## config.mk

```make
export PLATFORM = sky130hd
export DESIGN_NAME = dmac_core
export DESIGN_NICKNAME = d
export VERILOG_FILES = /design/src/dmac_pkg.sv /design/src/data_mem.sv /design/src/dmac_core.sv
export VERILOG_INCLUDE_DIRS = /design/src
export SDC_FILE = /design/constraint.sdc
export NUM_CORES = 2
export LEC_CHECK = 0
export BUFFER_PORTS_ARGS = -buffer_cell sky130_fd_sc_hd__buf_2
export CAP_MARGIN = 20
export CELL_PAD_IN_SITES_DETAIL_PLACEMENT = 0
export CELL_PAD_IN_SITES_GLOBAL_PLACEMENT = 1
export CORE_ASPECT_RATIO = 1.1
export CORE_UTILIZATION = 25
export DETAILED_ROUTE_END_ITERATION = 8
export PLACE_DENSITY = 0.55
export SYNTH_ARGS = -nofsm -noshare
export SYNTH_HDL_FRONTEND = slang
export SYNTH_SLANG_ARGS = --single-unit
export TNS_END_PERCENT = 20
```

## constraint.sdc

```tcl
create_clock -name i_clk -period 13.42 [get_ports i_clk]
set_input_delay 3.355 -clock i_clk [delete_from_list [all_inputs] [get_ports i_clk]]
set_output_delay 3.355 -clock i_clk [all_outputs]
set_load 0.005 [all_outputs]
```

## src/dmac_defs.svh

```systemverilog
// Purpose: constants of the data-memory addressing and working-register core
// Assumes: 7-bit data-memory addresses, 8-bit data
// Notes: offsets, field positions, reset values and memory layout
// Functional notes
// - locations 00H and 02H redirect to memory addressed by pointer zero or one
// - port access whose pointer names a port reads 00H, writes nothing
// - direct port-to-port moves are not supported
// - both pointers are 7-bit ordinary registers feeding their port address
// - pointer zero reaches data memory only; pointer one also display memory
// - pointer zero always uses bank 0; pointer one uses the selected bank
// - direct operands always hit bank 0; other banks only via port one
// - bank select bit 0 picks bank 0 or 1; bits 1 to 7 read zero
// - every reset selects bank 0 except watchdog reset while sleeping
// - special registers decode the same whatever bank is selected
// - working register sits at 05H, is the ALU operand, takes immediates
// - memory-to-memory moves go through the working register, read then write
// - ALU does 8-bit add, subtract, decimal adjust, logic, rotate, inc, dec, skips
// - ALU operations update their arithmetic flags, except plain rotates, skips and move
// - flags register at 0AH, 8 bits, carry, nibble, zero, signed, sleep, expiry
// - software writes change arithmetic flags only, never sleep or expiry flags
// - sleep and expiry flags change only on watchdog, power-up, clear, sleep
// - arithmetic flags always show the latest operation affecting them
// - flag bits 0 to 3 carry, nibble, zero, signed; signed is carry mismatch
// - bit 4 sleep flag, bit 5 expiry flag, set and cleared by listed events
// - general memory is 20H to 7FH; unused locations below 20H read 00H
`ifndef DMAC_DEFS_SVH
`define DMAC_DEFS_SVH

`define ADDR_PORT0 7'h00
`define ADDR_PTR0 7'h01
`define ADDR_PORT1 7'h02
`define ADDR_PTR1 7'h03
`define ADDR_BANK 7'h04
`define ADDR_WORK 7'h05
`define ADDR_FLAGS 7'h0a

`define GEN_LO 7'h20
`define LCD_LO 7'h40
`define LCD_HI 7'h55
`define LCD_BASE 7'h60
`define MEM_DEPTH 118

`define FLG_C 0
`define FLG_NIB 1
`define FLG_Z 2
`define FLG_SGN 3
`define FLG_PD 4
`define FLG_EXP 5

`define RST_BYTE 8'h00
`define RST_PTR 7'h00
`define RST_BANK 1'b0
`define READ_LATENCY 2

`endif

```

## src/dmac_pkg.sv

```systemverilog
// Purpose: types shared by the addressing core and its user
// Assumes: dmac_defs.svh for numeric constants
// Notes: request structs travel from the instruction logic
package dmac_pkg;

	// one data-memory access request
	typedef struct packed {
		logic valid;
		logic write;
		logic [6:0] addr;
		logic [7:0] wdata;
	} access_req_t;

	// alu operation codes
	typedef enum logic [4:0] {
		OP_ADD = 5'h00, OP_ADC = 5'h01, OP_SUB = 5'h02,
		OP_SUB_BORROW = 5'h03, OP_DECIMAL_ADJUST = 5'h04,
		OP_AND = 5'h05, OP_OR = 5'h06, OP_XOR = 5'h07,
		OP_CPL = 5'h08, OP_RL = 5'h09, OP_RR = 5'h0a, OP_RLC = 5'h0b,
		OP_RRC = 5'h0c, OP_INC = 5'h0d, OP_DEC = 5'h0e, OP_SZ = 5'h0f,
		OP_SNZ = 5'h10, OP_SIZ = 5'h11, OP_SDZ = 5'h12, OP_MOV = 5'h13
	} alu_op_t;

	// one alu request; operand is memory data or an immediate
	typedef struct packed {
		logic valid;
		alu_op_t op;
		logic [7:0] operand;
		logic to_mem;
		logic [6:0] addr;
	} alu_req_t;

	// watchdog, sleep and reset cause events
	typedef struct packed {
		logic power_up;
		logic wdt_sleep_rst;
		logic wdt_timeout;
		logic wdt_clear;
		logic sleep;
	} sys_evt_t;

	// resolved location class
	typedef enum logic [1:0] {
		LOC_SFR = 2'h0,
		LOC_MEM = 2'h1,
		LOC_VOID = 2'h2
	} loc_kind_t;

	typedef struct packed {
		loc_kind_t kind;
		logic [6:0] eff;
		logic [6:0] idx;
	} loc_t;

	// alu result and flag updates
	typedef struct packed {
		logic [7:0] y;
		logic c;
		logic nib;
		logic sgn;
		logic upd_c;
		logic upd_nib;
		logic upd_z;
		logic upd_sgn;
		logic wr;
		logic skip;
	} alu_out_t;

endpackage : dmac_pkg

```

## src/data_mem.sv

```systemverilog
// Purpose: general and display data storage with registered read
// Assumes: one write and one read port, same clock
// Notes: contents are not reset
module data_mem #(
	parameter int WIDTH = 8,
	parameter int DEPTH = 118,
	parameter int AW = 7
) (
	input wire logic i_clk, // system clock
	input wire logic i_we, // write strobe
	input wire logic [AW-1:0] i_waddr, // write index
	input wire logic [WIDTH-1:0] i_wdata, // write data
	input wire logic i_re, // read strobe
	input wire logic [AW-1:0] i_raddr, // read index
	output logic [WIDTH-1:0] o_rdata // registered read data
);

	logic [WIDTH-1:0] mem [DEPTH];

	// write port
	always_ff @(posedge i_clk)
	begin
		if (i_we)
		begin
			mem[i_waddr] <= i_wdata;
		end
	end

	// registered read port
	always_ff @(posedge i_clk)
	begin
		if (i_re)
		begin
			o_rdata <= mem[i_raddr];
		end
	end

endmodule // data_mem

```

## src/dmac_core.sv

```systemverilog
// Purpose: pointers, bank select, working register, alu and flags register
// Assumes: instruction logic issues at most one access or alu op a cycle
// Notes: reads answer two cycles after the request
`include "dmac_defs.svh"

module dmac_core (
	input wire logic i_clk, // system clock
	input wire logic i_rst_n, // synchronous reset, active low
	input dmac_pkg::access_req_t i_acc_req, // memory access request
	input dmac_pkg::alu_req_t i_alu_req, // alu operation request
	input dmac_pkg::sys_evt_t i_evt, // watchdog, sleep, reset cause
	output logic [7:0] o_rdata, // read answer
	output logic o_rvalid, // read answer strobe
	output logic [7:0] o_work, // working register
	output logic [7:0] o_flags, // flags register image
	output logic o_bank, // bank choice bit
	output logic [7:0] o_alu_y, // last alu result
	output logic o_alu_done, // alu op finished strobe
	output logic o_skip // skip decision of last alu op
);
	import dmac_pkg::*;

	typedef struct packed {
		logic [6:0] ptr0;
		logic [6:0] ptr1;
		logic bank;
		logic [7:0] work;
		logic fc;
		logic fac;
		logic fz;
		logic fov;
		logic fpd;
		logic fto;
		logic rd_pend;
		logic rd_mem;
		logic [7:0] rd_hold;
		logic [7:0] rdata;
		logic rvalid;
		logic [7:0] alu_y;
		logic alu_done;
		logic skip;
	} state_t;

	state_t s_reg;
	state_t s_next;
	logic [7:0] mem_q;
	logic mem_we;
	logic [6:0] mem_waddr;
	logic [7:0] mem_wdata;
	logic mem_re;
	logic [6:0] mem_raddr;

	// map a data-memory address onto a storage class and index
	function automatic loc_t resolve(input logic [6:0] addr,
		input logic [6:0] p0, input logic [6:0] p1, input logic bk_sel);
		loc_t l;
		logic ind;
		logic bk;
		l.eff = addr;
		l.idx = 7'h00;
		l.kind = LOC_VOID;
		ind = 1'b0;
		bk = 1'b0; // direct operands use bank 0
		if (addr == `ADDR_PORT0)
		begin
			l.eff = p0; // pointer zero, bank 0 only
			ind = 1'b1;
		end
		else if (addr == `ADDR_PORT1)
		begin
			l.eff = p1; // pointer one, selected bank
			bk = bk_sel;
			ind = 1'b1;
		end
		if (ind && (l.eff == `ADDR_PORT0 || l.eff == `ADDR_PORT1))
		begin
			l.kind = LOC_VOID; // port through port reads zero
		end
		else if (l.eff < `GEN_LO)
		begin
			l.kind = LOC_SFR; // bank independent decode
		end
		else if (!bk)
		begin
			l.kind = LOC_MEM; // general memory
			l.idx = l.eff - `GEN_LO;
		end
		else if (l.eff >= `LCD_LO && l.eff <= `LCD_HI)
		begin
			l.kind = LOC_MEM; // display memory in bank 1
			l.idx = 7'(l.eff - `LCD_LO + `LCD_BASE);
		end
		return l;
	endfunction

	// special register read value
	function automatic logic [7:0] sfr_read(input logic [6:0] a,
		input state_t s);
		unique case (a)
			`ADDR_PTR0: return {1'b0, s.ptr0};
			`ADDR_PTR1: return {1'b0, s.ptr1};
			`ADDR_BANK: return {7'h00, s.bank}; // upper bits zero
			`ADDR_WORK: return s.work;
			`ADDR_FLAGS: return {2'b00, s.fto, s.fpd, s.fov, s.fz, s.fac,
				s.fc};
			default: return `RST_BYTE; // unused locations
		endcase
	endfunction

	// 8-bit add with carry, nibble carry and signed overflow
	function automatic alu_out_t add8(input logic [7:0] a,
		input logic [7:0] b, input logic cin);
		alu_out_t r;
		logic [8:0] s9;
		logic [4:0] s5;
		logic [7:0] s7;
		r = '0;
		s9 = {1'b0, a} + {1'b0, b} + {8'h00, cin};
		s5 = {1'b0, a[3:0]} + {1'b0, b[3:0]} + {4'h0, cin};
		s7 = {1'b0, a[6:0]} + {1'b0, b[6:0]} + {7'h00, cin};
		r.y = s9[7:0];
		r.c = s9[8];
		r.nib = s5[4];
		r.sgn = s7[7] ^ s9[8]; // carry in vs carry out of top bit
		return r;
	endfunction

	// alu datapath; a is the working register, b the operand
	function automatic alu_out_t alu(input alu_op_t op, input logic [7:0] a,
		input logic [7:0] b, input logic c, input logic nib);
		alu_out_t r;
		logic [8:0] t;
		r = '0;
		t = 9'h000;
		unique case (op)
			OP_ADD: r = add8(a, b, 1'b0);
			OP_ADC: r = add8(a, b, c);
			OP_SUB: r = add8(a, ~b, 1'b1);
			OP_SUB_BORROW: r = add8(a, ~b, c); // carry set means no borrow
			OP_DECIMAL_ADJUST:
			begin
				t = {1'b0, a};
				if (a[3:0] > 4'h9 || nib)
				begin
					t = t + 9'h006;
				end
				if (t[8:4] > 5'h09 || c)
				begin
					t = t + 9'h060;
				end
				r.y = t[7:0];
				r.c = t[8] | c;
			end
			OP_AND: r.y = a & b;
			OP_OR: r.y = a | b;
			OP_XOR: r.y = a ^ b;
			OP_CPL: r.y = ~b;
			OP_RL: r.y = {b[6:0], b[7]};
			OP_RR: r.y = {b[0], b[7:1]};
			OP_RLC: {r.c, r.y} = {b, c};
			OP_RRC: {r.y, r.c} = {c, b};
			OP_INC, OP_SIZ: r.y = b + 8'h01;
			OP_DEC, OP_SDZ: r.y = b - 8'h01;
			default: r.y = b; // SZ and SNZ skip tests, move and unused codes
		endcase
		r.upd_c = op inside {OP_ADD, OP_ADC, OP_SUB, OP_SUB_BORROW,
			OP_DECIMAL_ADJUST, OP_RLC, OP_RRC};
		r.upd_nib = op inside {OP_ADD, OP_ADC, OP_SUB, OP_SUB_BORROW};
		r.upd_sgn = r.upd_nib;
		r.upd_z = op inside {OP_ADD, OP_ADC, OP_SUB, OP_SUB_BORROW, OP_AND,
			OP_OR, OP_XOR, OP_CPL, OP_INC, OP_DEC};
		r.wr = !(op inside {OP_SZ, OP_SNZ});
		r.skip = (op == OP_SNZ) ? (b != 8'h00) : (r.y == 8'h00);
		if (!(op inside {OP_SZ, OP_SNZ, OP_SIZ, OP_SDZ}))
		begin
			r.skip = 1'b0;
		end
		return r;
	endfunction

	// next-state logic: accesses, alu, flags and events
	always_comb
	begin
		alu_out_t ao;
		loc_t wl;
		loc_t rl;
		logic wr_en;
		logic [6:0] wr_addr;
		logic [7:0] wr_data;
		logic rd_en;
		ao = alu(i_alu_req.op, s_reg.work, i_alu_req.operand, s_reg.fc,
			s_reg.fac);
		s_next = s_reg;
		s_next.alu_done = 1'b0;
		s_next.rvalid = 1'b0;
		wr_en = 1'b0;
		wr_addr = i_acc_req.addr;
		wr_data = i_acc_req.wdata;
		rd_en = 1'b0;
		mem_we = 1'b0;
		mem_waddr = 7'h00;
		mem_wdata = wr_data;
		mem_re = 1'b0;
		mem_raddr = 7'h00;
		// alu op takes the cycle; a colliding access is dropped
		if (i_alu_req.valid)
		begin
			s_next.alu_y = ao.y;
			s_next.alu_done = 1'b1;
			s_next.skip = ao.skip;
			wr_addr = i_alu_req.addr;
			wr_data = ao.y;
			if (ao.wr && i_alu_req.to_mem)
			begin
				wr_en = 1'b1;
			end
			else if (ao.wr)
			begin
				s_next.work = ao.y; // result into working register
			end
		end
		else if (i_acc_req.valid)
		begin
			wr_en = i_acc_req.write; // moves: read, then write
			rd_en = !i_acc_req.write;
		end
		mem_wdata = wr_data;
		// write path
		wl = resolve(wr_addr, s_reg.ptr0, s_reg.ptr1, s_reg.bank);
		if (wr_en && wl.kind == LOC_MEM)
		begin
			mem_we = 1'b1;
			mem_waddr = wl.idx;
		end
		if (wr_en && wl.kind == LOC_SFR)
		begin
			unique case (wl.eff)
				`ADDR_PTR0: s_next.ptr0 = wr_data[6:0];
				`ADDR_PTR1: s_next.ptr1 = wr_data[6:0];
				`ADDR_BANK: s_next.bank = wr_data[0];
				`ADDR_WORK: s_next.work = wr_data;
				`ADDR_FLAGS:
				begin
					s_next.fc = wr_data[`FLG_C]; // sleep, expiry kept
					s_next.fac = wr_data[`FLG_NIB];
					s_next.fz = wr_data[`FLG_Z];
					s_next.fov = wr_data[`FLG_SGN];
				end
				default: s_next.rd_hold = s_reg.rd_hold; // owned elsewhere
			endcase
		end
		// alu flag updates come last so they reflect the latest op
		if (i_alu_req.valid)
		begin
			if (ao.upd_c)
			begin
				s_next.fc = ao.c;
			end
			if (ao.upd_nib)
			begin
				s_next.fac = ao.nib;
			end
			if (ao.upd_sgn)
			begin
				s_next.fov = ao.sgn;
			end
			if (ao.upd_z)
			begin
				s_next.fz = (ao.y == 8'h00);
			end
		end
		// read path, first stage
		rl = resolve(i_acc_req.addr, s_reg.ptr0, s_reg.ptr1, s_reg.bank);
		s_next.rd_pend = rd_en;
		s_next.rd_mem = rd_en && rl.kind == LOC_MEM;
		s_next.rd_hold = (rl.kind == LOC_SFR) ? sfr_read(rl.eff, s_reg) :
			`RST_BYTE; // void reads give zero
		if (rd_en && rl.kind == LOC_MEM)
		begin
			mem_re = 1'b1;
			mem_raddr = rl.idx;
		end
		// read path, answer stage
		if (s_reg.rd_pend)
		begin
			s_next.rdata = s_reg.rd_mem ? mem_q : s_reg.rd_hold;
			s_next.rvalid = 1'b1;
		end
		// sleep and expiry flags; a set wins over a clear
		if (i_evt.power_up || i_evt.wdt_clear)
		begin
			s_next.fpd = 1'b0;
			s_next.fto = 1'b0;
		end
		if (i_evt.sleep)
		begin
			s_next.fpd = 1'b1;
			s_next.fto = 1'b0;
		end
		if (i_evt.wdt_timeout)
		begin
			s_next.fto = 1'b1;
		end
		// reset keeps the bank only for a watchdog reset in sleep
		if (!i_rst_n)
		begin
			s_next.ptr0 = `RST_PTR;
			s_next.ptr1 = `RST_PTR;
			s_next.bank = i_evt.wdt_sleep_rst ? s_reg.bank : `RST_BANK;
			s_next.work = `RST_BYTE;
			{s_next.fc, s_next.fac, s_next.fz, s_next.fov} = 4'h0;
			s_next.rd_pend = 1'b0;
			s_next.rd_mem = 1'b0;
			s_next.rd_hold = `RST_BYTE;
			s_next.rdata = `RST_BYTE;
			s_next.rvalid = 1'b0;
			s_next.alu_y = `RST_BYTE;
			s_next.alu_done = 1'b0;
			s_next.skip = 1'b0;
			mem_we = 1'b0;
		end
	end

	// state register
	always_ff @(posedge i_clk)
	begin
		s_reg <= s_next;
	end

	data_mem #(
		.WIDTH(8),
		.DEPTH(`MEM_DEPTH),
		.AW(7)
	) u_mem (
		.i_clk(i_clk),
		.i_we(mem_we),
		.i_waddr(mem_waddr),
		.i_wdata(mem_wdata),
		.i_re(mem_re),
		.i_raddr(mem_raddr),
		.o_rdata(mem_q)
	);

	// outputs straight from the state flops
	assign o_rdata = s_reg.rdata;
	assign o_rvalid = s_reg.rvalid;
	assign o_work = s_reg.work;
	assign o_flags = {2'b00, s_reg.fto, s_reg.fpd, s_reg.fov, s_reg.fz,
		s_reg.fac, s_reg.fc};
	assign o_bank = s_reg.bank;
	assign o_alu_y = s_reg.alu_y;
	assign o_alu_done = s_reg.alu_done;
	assign o_skip = s_reg.skip;

	// checks
	a_port_void_read: assert property (@(posedge i_clk) disable iff (!i_rst_n)
		(i_acc_req.valid && !i_acc_req.write && !i_alu_req.valid &&
		((i_acc_req.addr == `ADDR_PORT0 && s_reg.ptr0 == `ADDR_PORT1) ||
		(i_acc_req.addr == `ADDR_PORT1 && s_reg.ptr1 == `ADDR_PORT1)))
		|-> ##2 (o_rvalid && o_rdata == 8'h00))
		else $error("port read through a port is not zero");
	a_port_redirect: assert property (@(posedge i_clk) disable iff (!i_rst_n)
		(i_acc_req.valid && i_acc_req.write && !i_alu_req.valid &&
		i_acc_req.addr == `ADDR_PORT0 && s_reg.ptr0 == `ADDR_WORK)
		|=> o_work == $past(i_acc_req.wdata))
		else $error("port write not redirected by pointer");
	a_bank_read_zero: assert property (@(posedge i_clk) disable iff (!i_rst_n)
		(i_acc_req.valid && !i_acc_req.write && !i_alu_req.valid &&
		i_acc_req.addr == `ADDR_BANK) |-> ##2 (o_rdata[7:1] == 7'h00 &&
		o_rdata[0] == $past(o_bank, 2)))
		else $error("bank select read wrong");
	a_bank_reset_keep: assert property (@(posedge i_clk)
		(!i_rst_n && i_evt.wdt_sleep_rst) |=> o_bank == $past(o_bank))
		else $error("bank changed by watchdog sleep reset");
	a_bank_reset_clr: assert property (@(posedge i_clk)
		(!i_rst_n && !i_evt.wdt_sleep_rst) |=> !o_bank)
		else $error("bank not cleared by reset");
	a_flags_protect: assert property (@(posedge i_clk) disable iff (!i_rst_n)
		(i_acc_req.valid && i_acc_req.write && !i_alu_req.valid &&
		i_acc_req.addr == `ADDR_FLAGS && i_evt == '0)
		|=> (o_flags[5:4] == $past(o_flags[5:4]) &&
		o_flags[3:0] == $past(i_acc_req.wdata[3:0])))
		else $error("flags write touched protected bits");
	a_sleep_flags: assert property (@(posedge i_clk) disable iff (!i_rst_n)
		(i_evt.sleep && !i_evt.wdt_timeout) |=> (o_flags[4] && !o_flags[5]))
		else $error("sleep did not set sleep flag");
	a_add_result: assert property (@(posedge i_clk) disable iff (!i_rst_n)
		(i_alu_req.valid && i_alu_req.op == OP_ADD && !i_alu_req.to_mem)
		|=> ({o_flags[0], o_work} == {1'b0, $past(o_work)} +
		{1'b0, $past(i_alu_req.operand)} && o_flags[2] == (o_work == 8'h00)))
		else $error("add result or flags wrong");
	a_sfr_any_bank: assert property (@(posedge i_clk) disable iff (!i_rst_n)
		(o_bank && i_acc_req.valid && !i_acc_req.write && !i_alu_req.valid &&
		i_acc_req.addr == `ADDR_WORK) |-> ##2 (o_rdata == $past(o_work, 2)))
		else $error("special register read depends on bank");

endmodule // dmac_core

```

==> impl_results.md <==
* Status: finished clean
* Post-synthesis sequential element count at 1010
* CTS Buf Count at 112
* CP startpoint: i_acc_req[10]
* RSZ-0062 raised after global routing: false
* Max cap viols at 0
* Initial Util at 25.2%
* WS Path Type: in2reg
* I/O pin cnt at 82
* Post-CTS sizing at 0
* Most frequent cells in the layout: 953 x edfxtp_1, 460 x nand2_1, 208 x nor2_1, 161 x o21ai_0, 152 x buf_4
* Reg clk slew, reported paths at 0.06 ns
* DRT iter0 DRCs at 2850
* Seq/Total Area, Yosys at 67.2%
* Clk root buf: clkbuf_16
* Die Wd at 403 µm
* Die H at 443 µm
* Actual slew at the worst max-slew pin at 1.19 ns
* Area post-placement at 48000 µm²
* Hold slack at 0.484 ns
* CP Capture Type: flip-flop
* Vias per cell at 5.07
* Antenna violations before repair at 8
* Warnings from Yosys at 0
* Post-DP HPWL at 98100 µm
* Wire per inst at 25.1 µm
* Most common cell after layout, fill and taps aside: edfxtp_1
* PwrDens at 139 nW/µm²
* HP Class: reg2reg
* Hold Startpoint: o_rdata[7]$_SDFFE_PN0P_
* Syn Inst Count at 3496
* Distinct cell type count after synthesis at 95
* DRC at 0
* Total Nets Final at 3672
* Post-route antenna net violation count at 0
* Input/output buffers at 79
* Worst skew pair latency at 0.73 ns
* GPL Wtd Cong at 0.878
* CTS sink count at 1010
* GR Util All Layers at 16.5%
* Worst setup SP type: input port
* Hold Buf Count CTS at 0
* Share of layout cells above drive strength 1 at 14.6%
* Final worst path period share at 64.6%
* Worst VDD drop at 0.0985 mV
* Setup TNS at 0 ns
* Leakage at 0.0164 µW
* Data required, critical path at 14.00 ns
* Syn Area/Cell at 12.7 µm²
* Area growth syn-to-layout at 16.8%
* First-pass GRT wire length at 219000 µm
* H-tree levels at 3
* Post-CTS setup buffers at 0
* Fin. Hold Viols at 0
* Ys async rst share at 0%
* Pre-antenna DRT Iters at 9
* Via count at 30.6k
* Mapped Area at 44300 µm²
* Max reg flops at 944
* Aggregate routed wire length at 152000 µm
* Final setup viols at 0
* Vias in the first global route at 29.7k
* Final instance area at 51700 µm²
* Synth Flop Type: edfxtp_1
* Number of fillers in the final layout at 17.7k
* Max Freq at 115 MHz
* Largest net degree at the start of global routing at 94
* Critical path arrival at 9.25 ns
* Pins Over Slew Limit at 0
* Worst-path fanout max at 36
* Post-synth EDFFs at 953
* CTS tree: built
* Core Box Area at 175000 µm²
* Clock Path Buffers at 3
* Max-slew headroom at 19.7%
* Final Skew at 0.0412 ns
* Die Area at 179000 µm²
* Final min period at 8.67 ns
* GR Overflow Total at 0
* Num rows at 161
* Worst r2r src: o_work[3]$_SDFF_PN0_
-- logic make-up after synthesis --
| kind of cell | count (synthesis) | share of synthesized area, % |
|---|---|---|
| muxes | 110 | 2.97 |
| xor gates and xnor gates | 38 | 0.813 |
| DFF | 1010 | 67.2 |
| and+or+nand+nor | 1135 | 12.0 |
| adders and majority gates | 46 | 1.35 |
| AOI/OAI and AO/OA | 833 | 12.4 |
| buffers and inverters | 323 | 3.32 |
| other | 1 | 0.00847 |
-- cell type report --
type | instances | area [µm²] | share of cell area (%)
antenna | 2 | 5.00 | 0.00967
clock buffer | 134 | 2890 | 5.58
clock inverter | 75 | 716 | 1.38
inverter | 49 | 186 | 0.360
multi-input combinational | 2164 | 13600 | 26.2
sequential | 1010 | 29800 | 57.5
tap | 2363 | 2960 | 5.72
timing repair buffer | 243 | 1660 | 3.21
-- final timing paths --
path | endpoint | slack (ns) | depth (start not counted)
worst max-delay path | u_mem.o_rdata[6]$_DFFE_PN_ | 4.75 | 15
worst min register to register | o_rdata[7]$_SDFFE_PN0P_ | 0.48 | 2
worst max register to register | u_mem.mem[69][7]$_DFFE_PP_ | 7.29 | 12
worst min-delay path | o_rdata[7]$_SDFFE_PN0P_ | 0.48 | 2
-- metal layers --
layer	up-vias	GRT usage, %	share of wire [%]
li1	13700	-	-
met5	-	0	0.0092
met1	15700	22.7	44
met3	209	2.04	5.1
met4	2	4.91	2.7
met2	947	27.2	48
-- cell usage after synthesis, drive strengths merged, types with 81 or more instances --
cell,count,area (µm²)
nand2,463,1740
nor3,81,454
o21ai,166,831
a31oi,124,776
a21oi,127,639
buf,101,638
nor2,214,816
clkbuf,173,649
o22ai,111,694
edfxtp,953,28600
nand3,124,626
nor4,131,841
mux2i,83,831
-- through the flow --
| step | cells | utilization (%) | worst slack, ns | total power (µW) |
|---|---|---|---|---|
| final | 6040 | 29.5 | 4.75 | 7190 |
| after global routing | 6040 | 29.5 | 4.62 | 7410 |
| after CTS | 6025 | 29.4 | 4.84 | 7250 |
| after detailed placement | 5816 | 27.4 | 4.06 | 4250 |
| after global placement | 5801 | 27.3 | 4.11 | 4250 |
| after floorplan | 3497 | - | 1.64 | 3960 |
-- power breakdown --
group | internal [µW] | switching, µW | total (µW)
logic | 145 | 498 | 643
registers | 3520 | 12.8 | 3540
clock network | 1710 | 1290 | 3010
-- worst max-delay path: stages --
cell	delay, ns
buf_2	0.17
or4_1	0.68
nor3_1	0.24
nor2_1	0.15
ha_1	0.25
or4b_2	0.66
a21o_1	0.25
a31o_4	0.38
inv_2	0.67
buf_4	0.51
nand2_1	0.34
mux2i_1	0.20
a2111oi_0	0.79
o311ai_1	0.37
nand4_1	0.19
Power figures use the tool's default switching activity.
